[config.mk]
export PLATFORM = sky130hd
export DESIGN_NAME = jtl_link_config
export DESIGN_NICKNAME = d
export VERILOG_FILES = /design/src/hdl/jtl_lmfc_timer.v /design/src/hdl/jtl_link_config.v
export VERILOG_INCLUDE_DIRS = /design/src /design/src/hdl
export SDC_FILE = /design/constraint.sdc
export NUM_CORES = 1
export LEC_CHECK = 0
export ABC_CLOCK_PERIOD_IN_PS = 2150
export BUFFER_PORTS_ARGS = -buffer_cell sky130_fd_sc_hd__buf_4
export CAP_MARGIN = 20
export CORE_ASPECT_RATIO = 0.75
export CORE_MARGIN = 2
export CORE_UTILIZATION = 53
export CTS_CLUSTER_SIZE = 12
export DETAILED_ROUTE_END_ITERATION = 8
export PLACE_DENSITY = 0.79
export SYNTH_ARGS = -nofsm -noshare
export SYNTH_HDL_FRONTEND = slang
export SYNTH_HIERARCHICAL = 1
export SYNTH_SLANG_ARGS = --single-unit
[constraint.sdc]
create_clock -name i_clk -period 2.15 [get_ports i_clk]
set_input_delay 0.215 -clock i_clk [delete_from_list [all_inputs] [get_ports i_clk]]
set_output_delay 0.215 -clock i_clk [all_outputs]
set_load 0.05 [all_outputs]
[src/hdl/jtl_defines.vh]
// Register offsets, field positions, resets and timing for the link config
`ifndef JTL_DEFINES_VH
`define JTL_DEFINES_VH
// Register byte offsets (printed offsets kept as indices, address = 4*index)
`define JTL_IDX_CONV_COUNT    10'h1C6
`define JTL_IDX_SAMP_FRAME    10'h1C9
`define JTL_IDX_SPARE_ONE     10'h1CB
`define JTL_IDX_SPARE_TWO     10'h1CC
`define JTL_IDX_LANE0_ID      10'h1D0
`define JTL_IDX_LANE1_ID      10'h1D1
`define JTL_IDX_LANE0_CHK     10'h1D8
`define JTL_IDX_LANE1_CHK     10'h1D9
`define JTL_IDX_FIFO_START    10'h1E0
`define JTL_IDX_SRC_ROUTE     10'h1E1
`define JTL_IDX_PD_DELAY      10'h1E2
`define JTL_IDX_IF_CTRL0      10'h1E3
`define JTL_IDX_FRAMES_MF     10'h1C5
`define JTL_IDX_REPEAT_CNT    10'h1E6
// Reset values
`define JTL_RST_CONV_COUNT    8'h01
`define JTL_RST_SAMP_FRAME    8'h00
`define JTL_RST_SPARE         8'h00
`define JTL_RST_LANE0_ID      8'h00
`define JTL_RST_LANE1_ID      8'h01
`define JTL_RST_LANE0_CHK     8'h44
`define JTL_RST_LANE1_CHK     8'h45
`define JTL_RST_FIFO_START    8'h00
`define JTL_RST_SRC_ROUTE     8'h00
`define JTL_RST_PD_DELAY      8'h00
`define JTL_RST_IF_CTRL0      8'h14
`define JTL_RST_FRAMES_MF     8'h1F
`define JTL_RST_REPEAT_CNT    8'h00
// Writable masks (reserved bits kept at zero)
`define JTL_MSK_SAMP_FRAME    8'h1F
`define JTL_MSK_LANE_ID       8'h1F
`define JTL_MSK_FIFO_START    8'h01
`define JTL_MSK_SRC_ROUTE     8'h33
`define JTL_MSK_PD_DELAY      8'hF3
`define JTL_MSK_IF_CTRL0      8'h3E
`define JTL_MSK_FRAMES_MF     8'h1F
// Field positions
`define JTL_BIT_FIFO_START    0
`define JTL_BIT_CONV0_SWAP    4
`define JTL_BIT_CONV1_SWAP    5
`define JTL_BIT_LANE0_SWAP    0
`define JTL_BIT_LANE1_SWAP    1
`define JTL_BIT_TEST_SAMPLE   5
`define JTL_BIT_LANE_SYNC     4
`define JTL_BIT_ALIGN_OFF     1
`define JTL_ALIGN_MODE_LO     2
`define JTL_ALIGN_MODE_NORMAL 2'b01
`define JTL_ALIGN_MODE_ALWAYS 2'b11
// Octets per frame used for multiframe timing (fixed by neighbour register)
`define JTL_OCTETS_PER_FRAME  4'h4
`endif

[src/hdl/jtl_lmfc_timer.v]
// Multiframe (LMFC) edge generator counting octet clocks per multiframe
`timescale 1ns/1ps
`default_nettype none
`include "jtl_defines.vh"
module jtl_lmfc_timer (
   input  wire       i_clk,      // Link clock, one octet per edge
   input  wire       i_rst_b,    // Async reset, active low
   input  wire [4:0] i_frames,   // Frames per multiframe minus one
   output reg        o_lmfc_edge // One-cycle pulse per multiframe start
);
   reg [1:0] oct_cnt;
   reg [4:0] frm_cnt;
   wire      last_oct = (oct_cnt == 2'h3);

   // Octet then frame counters; wrap marks a multiframe edge
   always @(posedge i_clk or negedge i_rst_b) begin
      if (!i_rst_b) begin
         oct_cnt     <= 2'h0;
         frm_cnt     <= 5'h00;
         o_lmfc_edge <= 1'b0;
      end else begin
         oct_cnt     <= oct_cnt + 2'h1;
         o_lmfc_edge <= 1'b0;
         if (last_oct) begin
            if (frm_cnt >= i_frames) begin
               frm_cnt     <= 5'h00;
               o_lmfc_edge <= 1'b1;
            end else begin
               frm_cnt <= frm_cnt + 5'h01;
            end
         end
      end
   end
endmodule
`default_nettype wire

[src/hdl/jtl_link_config.v]
// Link configuration registers, APB slave, routing and ILAS sequencing
//
// Functional notes
// - Converter-count register resets to 0x01, advertising two converters.
// - Samples-per-frame holds 00000; software must write nothing else.
// - Per-lane writable checksums reset to 0x44 and 0x45.
// - Lane FIFO hand-off runs only while the start bit is set.
// - Source bit 4 picks converter 0 feed: 0 is I, 1 is Q.
// - Source bit 5 picks converter 1 feed: 0 is Q, 1 is I.
// - Lane bit 0 set makes framer lane 1 drive output lane 0.
// - Lane bit 1 set makes framer lane 0 drive output lane 1.
// - Zero delay: ILAS starts on first LMFC edge after sync release.
// - Delay field bits 7:4 postpones ILAS by whole multiframes.
// - Power-down bits 1:0 power down lane PHYs; reset powered.
// - Control bit 5 sends transport test samples instead of data.
// - Control bit 4 enables lane synchronization; resets to one.
// - Mode 01 normal Alignment_seq_mode 11 sends ILAS continuously.
// - Control bit 1 stops frame alignment character insertion.
// - Multiframe holds frames-per-multiframe register value plus one.
// - ILAS is sent repeat-count register value plus one times.
//
// Implementation choice: the APB slave port.
`timescale 1ns/1ps
`default_nettype none
`include "jtl_defines.vh"
module jtl_link_config (
   input  wire        i_clk,             // 125 MHz link clock
   input  wire        i_rst_b,           // Async reset, active low
   input  wire        i_psel,            // APB select
   input  wire        i_penable,         // APB access phase
   input  wire        i_pwrite,          // APB direction, 1 = write
   input  wire [11:0] i_paddr,           // APB byte address
   input  wire [31:0] i_pwdata,          // APB write data
   output wire        o_pready,          // APB ready, always high
   output reg  [31:0] o_prdata,          // APB read data
   output wire        o_pslverr,         // APB error on unmapped address
   input  wire [15:0] i_sample_i,        // I channel sample
   input  wire [15:0] i_sample_q,        // Q channel sample
   input  wire [15:0] i_test_sample,     // Transport test sample
   input  wire        i_link_sync_request_n, // Sync request pin, low active
   input  wire [31:0] i_framer_lane0,    // Framer lane 0 octets
   input  wire [31:0] i_framer_lane1,    // Framer lane 1 octets
   output reg  [15:0] o_conv0_data,      // Framer converter 0 input
   output reg  [15:0] o_conv1_data,      // Framer converter 1 input
   output reg  [31:0] o_phy_lane0,       // Physical output lane 0
   output reg  [31:0] o_phy_lane1,       // Physical output lane 1
   output reg         o_lane_fifo_run,   // Lane FIFO hand-off running
   output reg  [1:0]  o_lane_phy_powerdown, // Per-lane PHY power-down
   output reg         o_ilas_active,     // Framer sends ILAS now
   output reg         o_data_active,     // Framer sends user data now
   output reg         o_test_sample_en,  // Transport test samples on
   output reg         o_align_char_insert_off, // Alignment chars off
   output reg         o_lane_sync_enable // Lane synchronization on
);
   // Sync state codes
   localparam ST_WAIT  = 2'h0;
   localparam ST_DELAY = 2'h1;
   localparam ST_ILAS  = 2'h2;
   localparam ST_DATA  = 2'h3;

   // Register file, one byte each
   reg  [7:0] converter_count_param;
   reg  [7:0] samples_per_frame_param;
   reg  [7:0] spare_param_byte_one;
   reg  [7:0] spare_param_byte_two;
   reg  [7:0] lane0_identifier;
   reg  [7:0] lane1_identifier;
   reg  [7:0] lane0_checksum;
   reg  [7:0] lane1_checksum;
   reg  [7:0] lane_fifo_start;
   reg  [7:0] source_routing;
   reg  [7:0] lane_powerdown_alignment_seq_start_delay;
   reg  [7:0] interface_control_zero;
   reg  [7:0] frames_per_multiframe;
   reg  [7:0] alignment_seq_repeat_count;

   // Sync pin synchroniser
   reg        sync_meta;
   reg        sync_pin;

   // Sequencer state and counters
   reg  [1:0] state;
   reg  [1:0] next_state;
   reg  [3:0] delay_cnt;
   reg  [3:0] next_delay_cnt;
   reg  [9:0] rep_cnt;
   reg  [9:0] next_rep_cnt;

   // Bus decode
   reg  [7:0] rd_byte;
   reg        addr_hit;
   wire       lmfc_edge;
   wire       wr_en;
   wire       rd_en;
   wire [9:0] idx;
   wire [7:0] wb;
   wire       sync_released;
   wire [1:0] align_mode;
   wire       conv0_swap;
   wire       conv1_swap;
   wire       lane0_swap;
   wire       lane1_swap;

   // APB strobes and field taps
   assign idx        = i_paddr[11:2];
   assign wb         = i_pwdata[7:0];
   assign wr_en      = i_psel & i_penable & i_pwrite;
   // Setup loads read data for the access
   assign rd_en      = i_psel & ~i_penable & ~i_pwrite;
   assign o_pready   = 1'b1;
   assign o_pslverr  = i_psel & i_penable & ~addr_hit;
   assign align_mode = interface_control_zero[`JTL_ALIGN_MODE_LO+1:
                                              `JTL_ALIGN_MODE_LO];
   assign conv0_swap = source_routing[`JTL_BIT_CONV0_SWAP];
   assign conv1_swap = source_routing[`JTL_BIT_CONV1_SWAP];
   assign lane0_swap = source_routing[`JTL_BIT_LANE0_SWAP];
   assign lane1_swap = source_routing[`JTL_BIT_LANE1_SWAP];

   // Read mux and address decode
   always @* begin
      addr_hit = 1'b1;
      rd_byte  = 8'h00;
      case (idx)
         `JTL_IDX_CONV_COUNT: rd_byte = converter_count_param;
         `JTL_IDX_SAMP_FRAME: rd_byte = samples_per_frame_param;
         `JTL_IDX_SPARE_ONE:  rd_byte = spare_param_byte_one;
         `JTL_IDX_SPARE_TWO:  rd_byte = spare_param_byte_two;
         `JTL_IDX_LANE0_ID:   rd_byte = lane0_identifier;
         `JTL_IDX_LANE1_ID:   rd_byte = lane1_identifier;
         `JTL_IDX_LANE0_CHK:  rd_byte = lane0_checksum;
         `JTL_IDX_LANE1_CHK:  rd_byte = lane1_checksum;
         `JTL_IDX_FIFO_START: rd_byte = lane_fifo_start;
         `JTL_IDX_SRC_ROUTE:  rd_byte = source_routing;
         `JTL_IDX_PD_DELAY:   rd_byte = lane_powerdown_alignment_seq_start_delay;
         `JTL_IDX_IF_CTRL0:   rd_byte = interface_control_zero;
         `JTL_IDX_FRAMES_MF:  rd_byte = frames_per_multiframe;
         `JTL_IDX_REPEAT_CNT: rd_byte = alignment_seq_repeat_count;
         default:             addr_hit = 1'b0;
      endcase
   end

   // Register writes; reserved bits masked off
   always @(posedge i_clk or negedge i_rst_b) begin
      if (!i_rst_b) begin
         converter_count_param      <= `JTL_RST_CONV_COUNT;
         samples_per_frame_param    <= `JTL_RST_SAMP_FRAME;
         spare_param_byte_one       <= `JTL_RST_SPARE;
         spare_param_byte_two       <= `JTL_RST_SPARE;
         lane0_identifier           <= `JTL_RST_LANE0_ID;
         lane1_identifier           <= `JTL_RST_LANE1_ID;
         lane0_checksum             <= `JTL_RST_LANE0_CHK;
         lane1_checksum             <= `JTL_RST_LANE1_CHK;
         lane_fifo_start            <= `JTL_RST_FIFO_START;
         source_routing             <= `JTL_RST_SRC_ROUTE;
         lane_powerdown_alignment_seq_start_delay  <= `JTL_RST_PD_DELAY;
         interface_control_zero     <= `JTL_RST_IF_CTRL0;
         frames_per_multiframe      <= `JTL_RST_FRAMES_MF;
         alignment_seq_repeat_count <= `JTL_RST_REPEAT_CNT;
      end else if (wr_en) begin
         case (idx)
            // Parameters and spares
            `JTL_IDX_CONV_COUNT: converter_count_param <= wb;
            `JTL_IDX_SAMP_FRAME:
               samples_per_frame_param <= wb & `JTL_MSK_SAMP_FRAME;
            `JTL_IDX_SPARE_ONE:  spare_param_byte_one <= wb;
            `JTL_IDX_SPARE_TWO:  spare_param_byte_two <= wb;
            // Lane identities, checksums
            `JTL_IDX_LANE0_ID:   lane0_identifier <= wb & `JTL_MSK_LANE_ID;
            `JTL_IDX_LANE1_ID:   lane1_identifier <= wb & `JTL_MSK_LANE_ID;
            `JTL_IDX_LANE0_CHK:  lane0_checksum <= wb;
            `JTL_IDX_LANE1_CHK:  lane1_checksum <= wb;
            // Hand-off, routing, control
            `JTL_IDX_FIFO_START:
               lane_fifo_start <= wb & `JTL_MSK_FIFO_START;
            `JTL_IDX_SRC_ROUTE:
               source_routing <= wb & `JTL_MSK_SRC_ROUTE;
            `JTL_IDX_PD_DELAY:
               lane_powerdown_alignment_seq_start_delay <= wb & `JTL_MSK_PD_DELAY;
            `JTL_IDX_IF_CTRL0:
               interface_control_zero <= wb & `JTL_MSK_IF_CTRL0;
            `JTL_IDX_FRAMES_MF:
               frames_per_multiframe <= wb & `JTL_MSK_FRAMES_MF;
            `JTL_IDX_REPEAT_CNT: alignment_seq_repeat_count <= wb;
            default: ;
         endcase
      end
   end

   // Registered read data, loaded in the setup phase
   always @(posedge i_clk or negedge i_rst_b) begin
      if (!i_rst_b) begin
         o_prdata <= 32'h00000000;
      end else if (rd_en) begin
         o_prdata <= {24'h000000, rd_byte};
      end
   end

   // Two-stage synchroniser for the sync request pin
   always @(posedge i_clk or negedge i_rst_b) begin
      if (!i_rst_b) begin
         sync_meta <= 1'b0;
         sync_pin  <= 1'b0;
      end else begin
         sync_meta <= i_link_sync_request_n;
         sync_pin  <= sync_meta;
      end
   end

   // High level releases the request; low requests sync
   assign sync_released = sync_pin;

   // Multiframe edge timer
   jtl_lmfc_timer u_lmfc (
      .i_clk       (i_clk),
      .i_rst_b     (i_rst_b),
      .i_frames    (frames_per_multiframe[4:0]),
      .o_lmfc_edge (lmfc_edge)
   );

   // ILAS sequencing per multiframe
   always @* begin
      next_state     = state;
      next_delay_cnt = delay_cnt;
      next_rep_cnt   = rep_cnt;
      case (state)
         // Await release and an LMFC edge
         ST_WAIT: begin
            if (sync_released && lmfc_edge) begin
               next_rep_cnt = 10'h000;
               if (lane_powerdown_alignment_seq_start_delay[7:4] == 4'h0) begin
                  next_state = ST_ILAS;
               end else begin
                  next_delay_cnt = lane_powerdown_alignment_seq_start_delay[7:4] - 4'h1;
                  next_state     = ST_DELAY;
               end
            end
         end

         // Whole multiframes of delay
         ST_DELAY: begin
            if (!sync_released) begin
               next_state = ST_WAIT;
            end else if (lmfc_edge) begin
               if (delay_cnt == 4'h0) begin
                  next_state = ST_ILAS;
               end else begin
                  next_delay_cnt = delay_cnt - 4'h1;
               end
            end
         end

         // Passes; mode 11 never leaves
         ST_ILAS: begin
            if (!sync_released &&
                align_mode != `JTL_ALIGN_MODE_ALWAYS) begin
               next_state = ST_WAIT;
            end else if (lmfc_edge &&
                         align_mode != `JTL_ALIGN_MODE_ALWAYS) begin
               // Four multiframes per pass
               if (rep_cnt ==
                   {alignment_seq_repeat_count, 2'b11}) begin
                  next_state = ST_DATA;
               end else begin
                  next_rep_cnt = rep_cnt + 10'h001;
               end
            end
         end

         // Resync if lane sync is on
         ST_DATA: begin
            if (!sync_released && o_lane_sync_enable) begin
               next_state = ST_WAIT;
            end
         end
         default: next_state = ST_WAIT;
      endcase
   end

   // State registers; mode other than 01/11 skips ILAS
   always @(posedge i_clk or negedge i_rst_b) begin
      if (!i_rst_b) begin
         state     <= ST_WAIT;
         delay_cnt <= 4'h0;
         rep_cnt   <= 10'h000;
      end else if (next_state == ST_ILAS && align_mode[0] == 1'b0) begin
         // Bit 0 clear skips the ILAS state
         state     <= ST_DATA;
         delay_cnt <= next_delay_cnt;
         rep_cnt   <= next_rep_cnt;
      end else begin
         state     <= next_state;
         delay_cnt <= next_delay_cnt;
         rep_cnt   <= next_rep_cnt;
      end
   end

   // Data path: source routing, lane routing and control outputs
   always @(posedge i_clk or negedge i_rst_b) begin
      if (!i_rst_b) begin
         o_conv0_data            <= 16'h0000;
         o_conv1_data            <= 16'h0000;
         o_phy_lane0             <= 32'h00000000;
         o_phy_lane1             <= 32'h00000000;
         o_lane_fifo_run         <= 1'b0;
         o_lane_phy_powerdown    <= 2'h0;
         o_ilas_active           <= 1'b0;
         o_data_active           <= 1'b0;
         o_test_sample_en        <= 1'b0;
         o_align_char_insert_off <= 1'b0;
         o_lane_sync_enable      <= 1'b1;
      end else begin
         // Converter feeds, test override
         if (interface_control_zero[`JTL_BIT_TEST_SAMPLE]) begin
            o_conv0_data <= i_test_sample;
            o_conv1_data <= i_test_sample;
         end else begin
            o_conv0_data <= conv0_swap ? i_sample_q : i_sample_i;
            o_conv1_data <= conv1_swap ? i_sample_i : i_sample_q;
         end

         // Lane hand-off, held when stopped
         o_lane_fifo_run <= lane_fifo_start[`JTL_BIT_FIFO_START];
         if (lane_fifo_start[`JTL_BIT_FIFO_START]) begin
            o_phy_lane0 <= lane0_swap ? i_framer_lane1
                                      : i_framer_lane0;
            o_phy_lane1 <= lane1_swap ? i_framer_lane0
                                      : i_framer_lane1;
         end

         // Control and state levels
         o_lane_phy_powerdown    <= lane_powerdown_alignment_seq_start_delay[1:0];
         o_ilas_active           <= (state == ST_ILAS);
         o_data_active           <= (state == ST_DATA);
         o_test_sample_en        <=
            interface_control_zero[`JTL_BIT_TEST_SAMPLE];
         o_align_char_insert_off <=
            interface_control_zero[`JTL_BIT_ALIGN_OFF];
         o_lane_sync_enable      <=
            interface_control_zero[`JTL_BIT_LANE_SYNC];
      end
   end
endmodule
`default_nettype wire

==> results of run 1 <==
layer usage:
layer	vias up	track usage, %	routed length (um)
met2	389	45.2	14400
met5	-	0	0
met1	4529	40.0	13800
li1	4177	-	-
met4	0	8.67	903
met3	72	7.18	2760
area by class of cell:
| class | instances | area, um^2 | share of cell area (%) |
|---|---|---|---|
| Clock buffer | 38 | 652 | 4.45 |
| Clock inverter | 3 | 40.0 | 0.273 |
| Inverter | 9 | 33.8 | 0.230 |
| Multi-Input combinational cell | 703 | 5140 | 35.1 |
| Sequential cell | 222 | 5580 | 38.1 |
| Tap cell | 282 | 353 | 2.41 |
| Timing Repair Buffer | 348 | 2860 | 19.5 |
timing repair:
item	4_1_cts	5_1_grt
gates resized for setup	0	1
hold buffers	52	0
endpoints found under the hold margin	90	0
setup endpoints to repair	0	1
logic make-up (layout without fill, tap and decap cells):
logic type / after synthesis / in the layout / synth area share, %
DFF: 222 / 222 / 50.0
buffers and inverters: 104 / 398 / 4.96
other: 2 / 25 / 0.0674
adders and majority gates: 9 / 9 / 1.01
xor gates and xnor gates: 10 / 10 / 0.786
AOI/OAI and AO/OA: 196 / 196 / 11.7
muxes: 166 / 166 / 16.2
and+or+nand+nor: 297 / 297 / 15.3
path summary, 6_finish.rpt:
check	startpoint	to	slack, ns	cells past startpoint
setup / recovery	i_paddr[3]	o_pslverr	0.11	7
hold / removal	i_pwdata[7]	converter_count_param[7]	0.02	2
setup reg to reg	source_routing[4]	o_conv0_data[9]	0.11	4
hold reg to reg	sync_meta	sync_pin	0.36	0
max in group asynchronous	i_rst_b	frames_per_multiframe[2]	1.17	3
min in group asynchronous	i_rst_b	o_data_active	0.27	2
state kept, by name, summed over array words and instances, names as in the netlist, 10 cells and up:
signal        cells
o_conv0_data     16
o_conv1_data     16
rep_cnt          10
o_phy_lane1      32
o_phy_lane0      32
power by group through the flow:
stage                     combinational (uW)  sequential (uW)  clock, uW
after floorplan                          421             4880          0
after global placement                  1430             4460          0
after detailed placement                1460             4460          0
after CTS                               1540             4390       3820
after global routing                    1640             4410       4000
final                                   1540             4390       3790
placed cells by master (no fill, tap or decap), types with 5 or more instances in the layout:
master	count
mux2i_1	77
a22oi_1	8
dfstp_2	15
dlygate4sd3_1	52
clkbuf_16	23
a211oi_1	32
dfrtp_1	204
xnor2_1	8
ha_1	9
clkbuf_1	13
mux2_2	81
nand2_1	23
o31ai_1	7
conb_1	25
nor2_1	107
nand3b_1	5
o21ai_0	11
a31oi_1	6
a32oi_1	5
nor4_1	8
buf_12	9
nand2b_1	5
buf_4	286
a21oi_1	81
and3_1	9
or3_1	5
mux2_4	8
nor3_1	9
and2_1	6
a22o_1	5
nand3_1	10
nand4_1	10
inv_1	9
nor2b_1	55
stage by stage:
stage	setup WS, ns	power [uW]	area [um^2]
2_1_floorplan	0.0908	5300	11300
3_3_place_gp	0.145	5900	13400
3_5_place_dp	0.130	5920	13400
4_1_cts	0.153	9750	14600
5_1_grt	0.0246	10000	14700
6_report	0.107	9730	14700
worst max-delay path: stages:
cell      delay, ns
buf_4          0.16
nor2b_1        0.23
o211ai_1       0.20
o31ai_1        0.09
a311o_1        0.38
a311oi_4       0.28
buf_4          0.26
==> flow_summary.toml, run 1 <==
[outcome]
status = "completed"

[die]
fp.dieW_um = 171
fp-row-count = 45
core-area_mm2 = 0.0204
initial_core_util_pct = 54.6
dieArea_mm2 = 0.0222
die_height_um = 130
io_pins = 300

[flow_run]
drv_cap = 0

[pwr]
intPower_uw = 7040
p_per_area_mw_per_mm2 = 663
power.switching_uw = 2690
pwr-share-clk_pct = 38.9
ir_drop_v = 0.000528
pwr-share-comb_pct = 15.9
p_leak_uw = 0.00646
swShare_pct = 27.6
p_seq_share_pct = 45.2

[grt]
grt.overflow.total = 0
grt_max_degree = 124
grt_pass1_vias = 9149
grtUsageTotal_pct = 28.8
antenna_found_initial = 0
grt_pass1_wl_um = 50000

[final_layout]
nNetsFinal = 1478
syn2layout_area_growth_pct = 31.5
layout-drive-gt1-share_pct = 35.2
n_antenna_cell = 0
layout.cells.non_filler = 1605
num-fill-cells = 1436
final_util_pct = 71.7

[worst_hold_path]
hp-class = "in -> reg"

[routing]
postRouteAntennaNets = 0
drt_wl_total_um = 31900
via_count = 9167
post_drt_wl_per_cell_um = 19.9
drtPass1Iterations = 5
viasPerCell = 5.71
drtIter0Drc = 680
drc = 0

[cts]
numCtsBuffers = 23
cts_setup_buffers = 0
cts_root_buf = "clkbuf_16"
clk_latency_ns = 0.51
h-tree-depth = 1
cts_buffer_depth = 3
cts_tree = "built"
cts_sinks = 222
clkTransAtPathRegs_ns = 0.07

[logic_synthesis]
ys_types = 87
synth_edf_count = 0
postSynthAreaPerCell_um2 = 11.1
synth_area_leader_cell = "dfrtp_1"
synth_flop_cell = "dfrtp_1"
synth_most_common_cell = "dfrtp_1"
ys_warn_count = 6
netlist_instances = 1006
synth_seq_cells = 222
async_reset_ff_share_pct = 100
yosys.area.top_type_share_pct = 46.5
synth_common_cells = "207 x dfrtp_1, 107 x nor2_1, 81 x a21oi_1, 81 x mux2_2, 77 x mux2i_1"
synthesis.area_mm2 = 0.0111
synth.area.top_cells = "dfrtp_1 46%, mux2_2 8.2%, mux2i_1 6.9%"
ys_seq_area_share_pct = 50.0

[setup_path]
critPathMaxFanout = 10
critPathCaptureType = "output pin"
worst-setup-path-type = "in -> out"
cp.arrival_ns = 1.83
required_ns = 1.93
startpoint_type = "primary input"

[placed_design]
placed_cells = 1512
hpwl_um = 22100
io_buffers = 248
gp_congestion = 0.980

[sta]
skew_ns = 0.0136
tightest_slew_ns = 0.748
rsz0062_at_grt = "no"
timing_hold_violations_final = 0
period_needed_ns = 2.04
finalSetupViolations = 0
relSlewSlack_pct = 50.1
fmax_mhz = 489
hold_ws_ns = 0.0183
tns_ns = 0
period_share_pct = 95.0
drv_slew = 0
(Power assumes the default switching activity.)
==> run 2, diff against run 1 <==
--- a/config.mk
+++ b/config.mk
@@ -6,15 +6,16 @@
 export SDC_FILE = /design/constraint.sdc
 export NUM_CORES = 1
 export LEC_CHECK = 0
+export ABC_AREA = 1
 export ABC_CLOCK_PERIOD_IN_PS = 2150
 export BUFFER_PORTS_ARGS = -buffer_cell sky130_fd_sc_hd__buf_4
 export CAP_MARGIN = 20
 export CORE_ASPECT_RATIO = 0.75
 export CORE_MARGIN = 2
-export CORE_UTILIZATION = 53
-export CTS_CLUSTER_SIZE = 12
+export CORE_UTILIZATION = 54
+export CTS_CLUSTER_SIZE = 20
 export DETAILED_ROUTE_END_ITERATION = 8
-export PLACE_DENSITY = 0.79
+export PLACE_DENSITY = 0.8
 export SYNTH_ARGS = -nofsm -noshare
 export SYNTH_HDL_FRONTEND = slang
 export SYNTH_HIERARCHICAL = 1
==> run 2 against run 1 <==
Effect of this change:
- die area increased by 0.66%
- critical path type is now reg -> reg
- via count grew 18%
- critical endpoint is now o_conv1_data[12]
- flip-flop and latch count did not move
- maximum frequency down 3.4%
- largest power group unchanged
==> flow_summary.toml, run 2 <==
[placed_design]
io_buffers = 248
pre_cts_ws_ns = 0.318
dpl-instance-area_mm2 = 0.0135
gp_congestion = 0.982
placed_cells = 1890
hpwl_um = 22900

[pwr]
ir_drop_v = 0.000687
p_seq_share_pct = 43.7
pwr-share-comb_pct = 17.8
p_per_area_mw_per_mm2 = 683
pwr-share-clk_pct = 38.5
intPower_uw = 7270
p_leak_uw = 0.00739
swShare_pct = 29.4
power.switching_uw = 3030

[grt]
antenna_found_initial = 0
grt_max_degree = 80
grt_pass1_wl_um = 54300
grtUsageTotal_pct = 30.9
grt.overflow.total = 0
grt_pass1_vias = 10300

[final_layout]
largestRegisters = "o_phy_lane0 (32), o_phy_lane1 (32)"
layout.cells.non_filler = 2019
syn2layout_area_growth_pct = 31.7
layout-drive-gt1-share_pct = 24.7
layout_common_cells = "329 x nand2_1, 259 x buf_4, 204 x dfrtp_1, 136 x inv_1, 130 x nor2_1"
final_common_cell = "nand2_1"
n_antenna_cell = 0
final_util_pct = 71.9
num-fill-cells = 1575
nNetsFinal = 1885
finalInstanceArea_mm2 = 0.0151

[outcome]
status = "completed"

[setup_path]
cp.arrival_ns = 2.56
required_ns = 2.59
worst-setup-path-type = "reg -> reg"
startpoint_type = "flop"
critPathMaxFanout = 48
critPathCaptureType = "flop"

[sta]
period_needed_ns = 2.11
drv_slew = 0
finalWorstSetupSlack_ns = 0.0354
period_share_pct = 98.4
tightest_slew_ns = 0.680
relSlewSlack_pct = 54.6
timing_hold_violations_final = 0
rsz0062_at_grt = "no"
finalSetupViolations = 0
fmax_mhz = 473
tns_ns = 0
skew_ns = 0.0196

[cts]
cts_tree = "built"
clk_latency_ns = 0.53
cts_root_buf = "clkbuf_16"
cts_setup_buffers = 0
clkTransAtPathRegs_ns = 0.06
numCtsBuffers = 23
cts_sinks = 222
h-tree-depth = 1
cts_buffer_depth = 3

[routing]
drt_wl_total_um = 34400
viasPerCell = 5.36
drtIter0Drc = 1050
postRouteAntennaNets = 0
via_count = 10800
drtPass1Iterations = 5
post_drt_wl_per_cell_um = 17.1
drc = 0

[logic_synthesis]
synth_edf_count = 0
synth_seq_cells = 222
synth_most_common_cell = "nand2_1"
ys_seq_area_share_pct = 48.7
synth_area_leader_cell = "dfrtp_1"
synth.area.top_cells = "dfrtp_1 45%, nand2_1 11%, o21ai_0 5.4%"
async_reset_ff_share_pct = 100
netlist_instances = 1402
synth_common_cells = "329 x nand2_1, 207 x dfrtp_1, 136 x inv_1"
postSynthAreaPerCell_um2 = 8.16
yosys.area.top_type_share_pct = 45.3
synth_flop_cell = "dfrtp_1"
ys_types = 43
ys_warn_count = 6
synthesis.area_mm2 = 0.0114

[die]
fp.dieW_um = 172
io_pins = 300
initial_core_util_pct = 54.6
core-area_mm2 = 0.0210
dieArea_mm2 = 0.0224
fp-row-count = 46
die_height_um = 130

[flow_run]
drv_cap = 0

[worst_hold_path]
hp-class = "in -> reg"
run 2: cell count changes after synthesis, sizes merged, moves of 55 or more:
cell / before / now
nor2b: 55 / 0
o21ai: 12 / 189
nand2: 25 / 347
mux2i: 77 / 0
mux2: 89 / 0
inv: 9 / 157
run 2: cell families (layout without fill, tap and decap cells):
kind of cell	Yosys count	after routing	share of synthesized area (%)
other	2	25	0.0657
adders and majority gates	9	9	0.985
xor gates and xnor gates	13	13	0.996
AOI/OAI and AO/OA	299	299	15.1
DFF	222	222	48.7
buffers and inverters	249	555	9.78
and+or+nand+nor	608	608	24.4
run 2: power by group through the flow:
stage	clock network (uW)	registers, uW	logic, uW
2_1_floorplan	0	4920	681
3_3_place_gp	0	4560	1640
3_5_place_dp	0	4560	1680
4_1_cts	4020	4490	1810
5_1_grt	4190	4510	1980
6_report	3970	4490	1830
run 2: area by class of cell:
class                   count  area [um^2]  share of cell area [%]
clock buffers              31          616                    4.09
clock inverters            11          124                   0.822
inverters                 160          606                    4.02
multi-input cells         954         4830                    32.1
flip-flops and latches    222         5580                    37.0
well taps                 288          360                    2.39
repair buffers            353         2950                    19.6
run 2: worst max-delay path, cell delays in order, from the launching register on:
cell	delay (ns)
dfrtp_1	0.50
inv_1	0.10
buf_4	0.37
o21ai_0	0.21
o22ai_1	0.23
dlygate4sd3_1	0.63
run 2: routing by layer:
| metal | vias to the layer above | GRT usage [%] | share of wire (%) |
|---|---|---|---|
| li1 | 5135 | - | - |
| met1 | 5081 | 42.6 | 43 |
| met2 | 512 | 50.2 | 46 |
| met3 | 87 | 5.37 | 8.1 |
| met4 | 0 | 10.2 | 3.2 |
| met5 | - | 0 | 0 |
run 2: what timing repair did:
action,4_1_cts,5_1_grt
hold buffers,87,0
resized for setup,0,0
hold endpoints to repair,151,0
run 2: through the flow:
| step | hold slack (ns) | power, uW |
|---|---|---|
| floorplan | -0.0806 | 5600 |
| global placement | 0.177 | 6200 |
| detailed placement | 0.180 | 6240 |
| CTS | 0.00337 | 10300 |
| global route | 0.0201 | 10700 |
| finish | 0.0130 | 10300 |
run 2: worst paths after layout:
kind                       cells past startpoint                      start                 to  slack (ns)
setup reg to reg                               5  interface_control_zero[5]   o_conv1_data[12]        0.04
min in group asynchronous                      2                    i_rst_b    o_conv1_data[0]        0.22
max in group asynchronous                      3                    i_rst_b  lane1_checksum[6]        1.22
hold reg to reg                                0                  sync_meta           sync_pin        0.36
hold / removal                                 3             i_sample_i[10]   o_conv1_data[10]        0.01
setup / recovery                               5  interface_control_zero[5]   o_conv1_data[12]        0.04
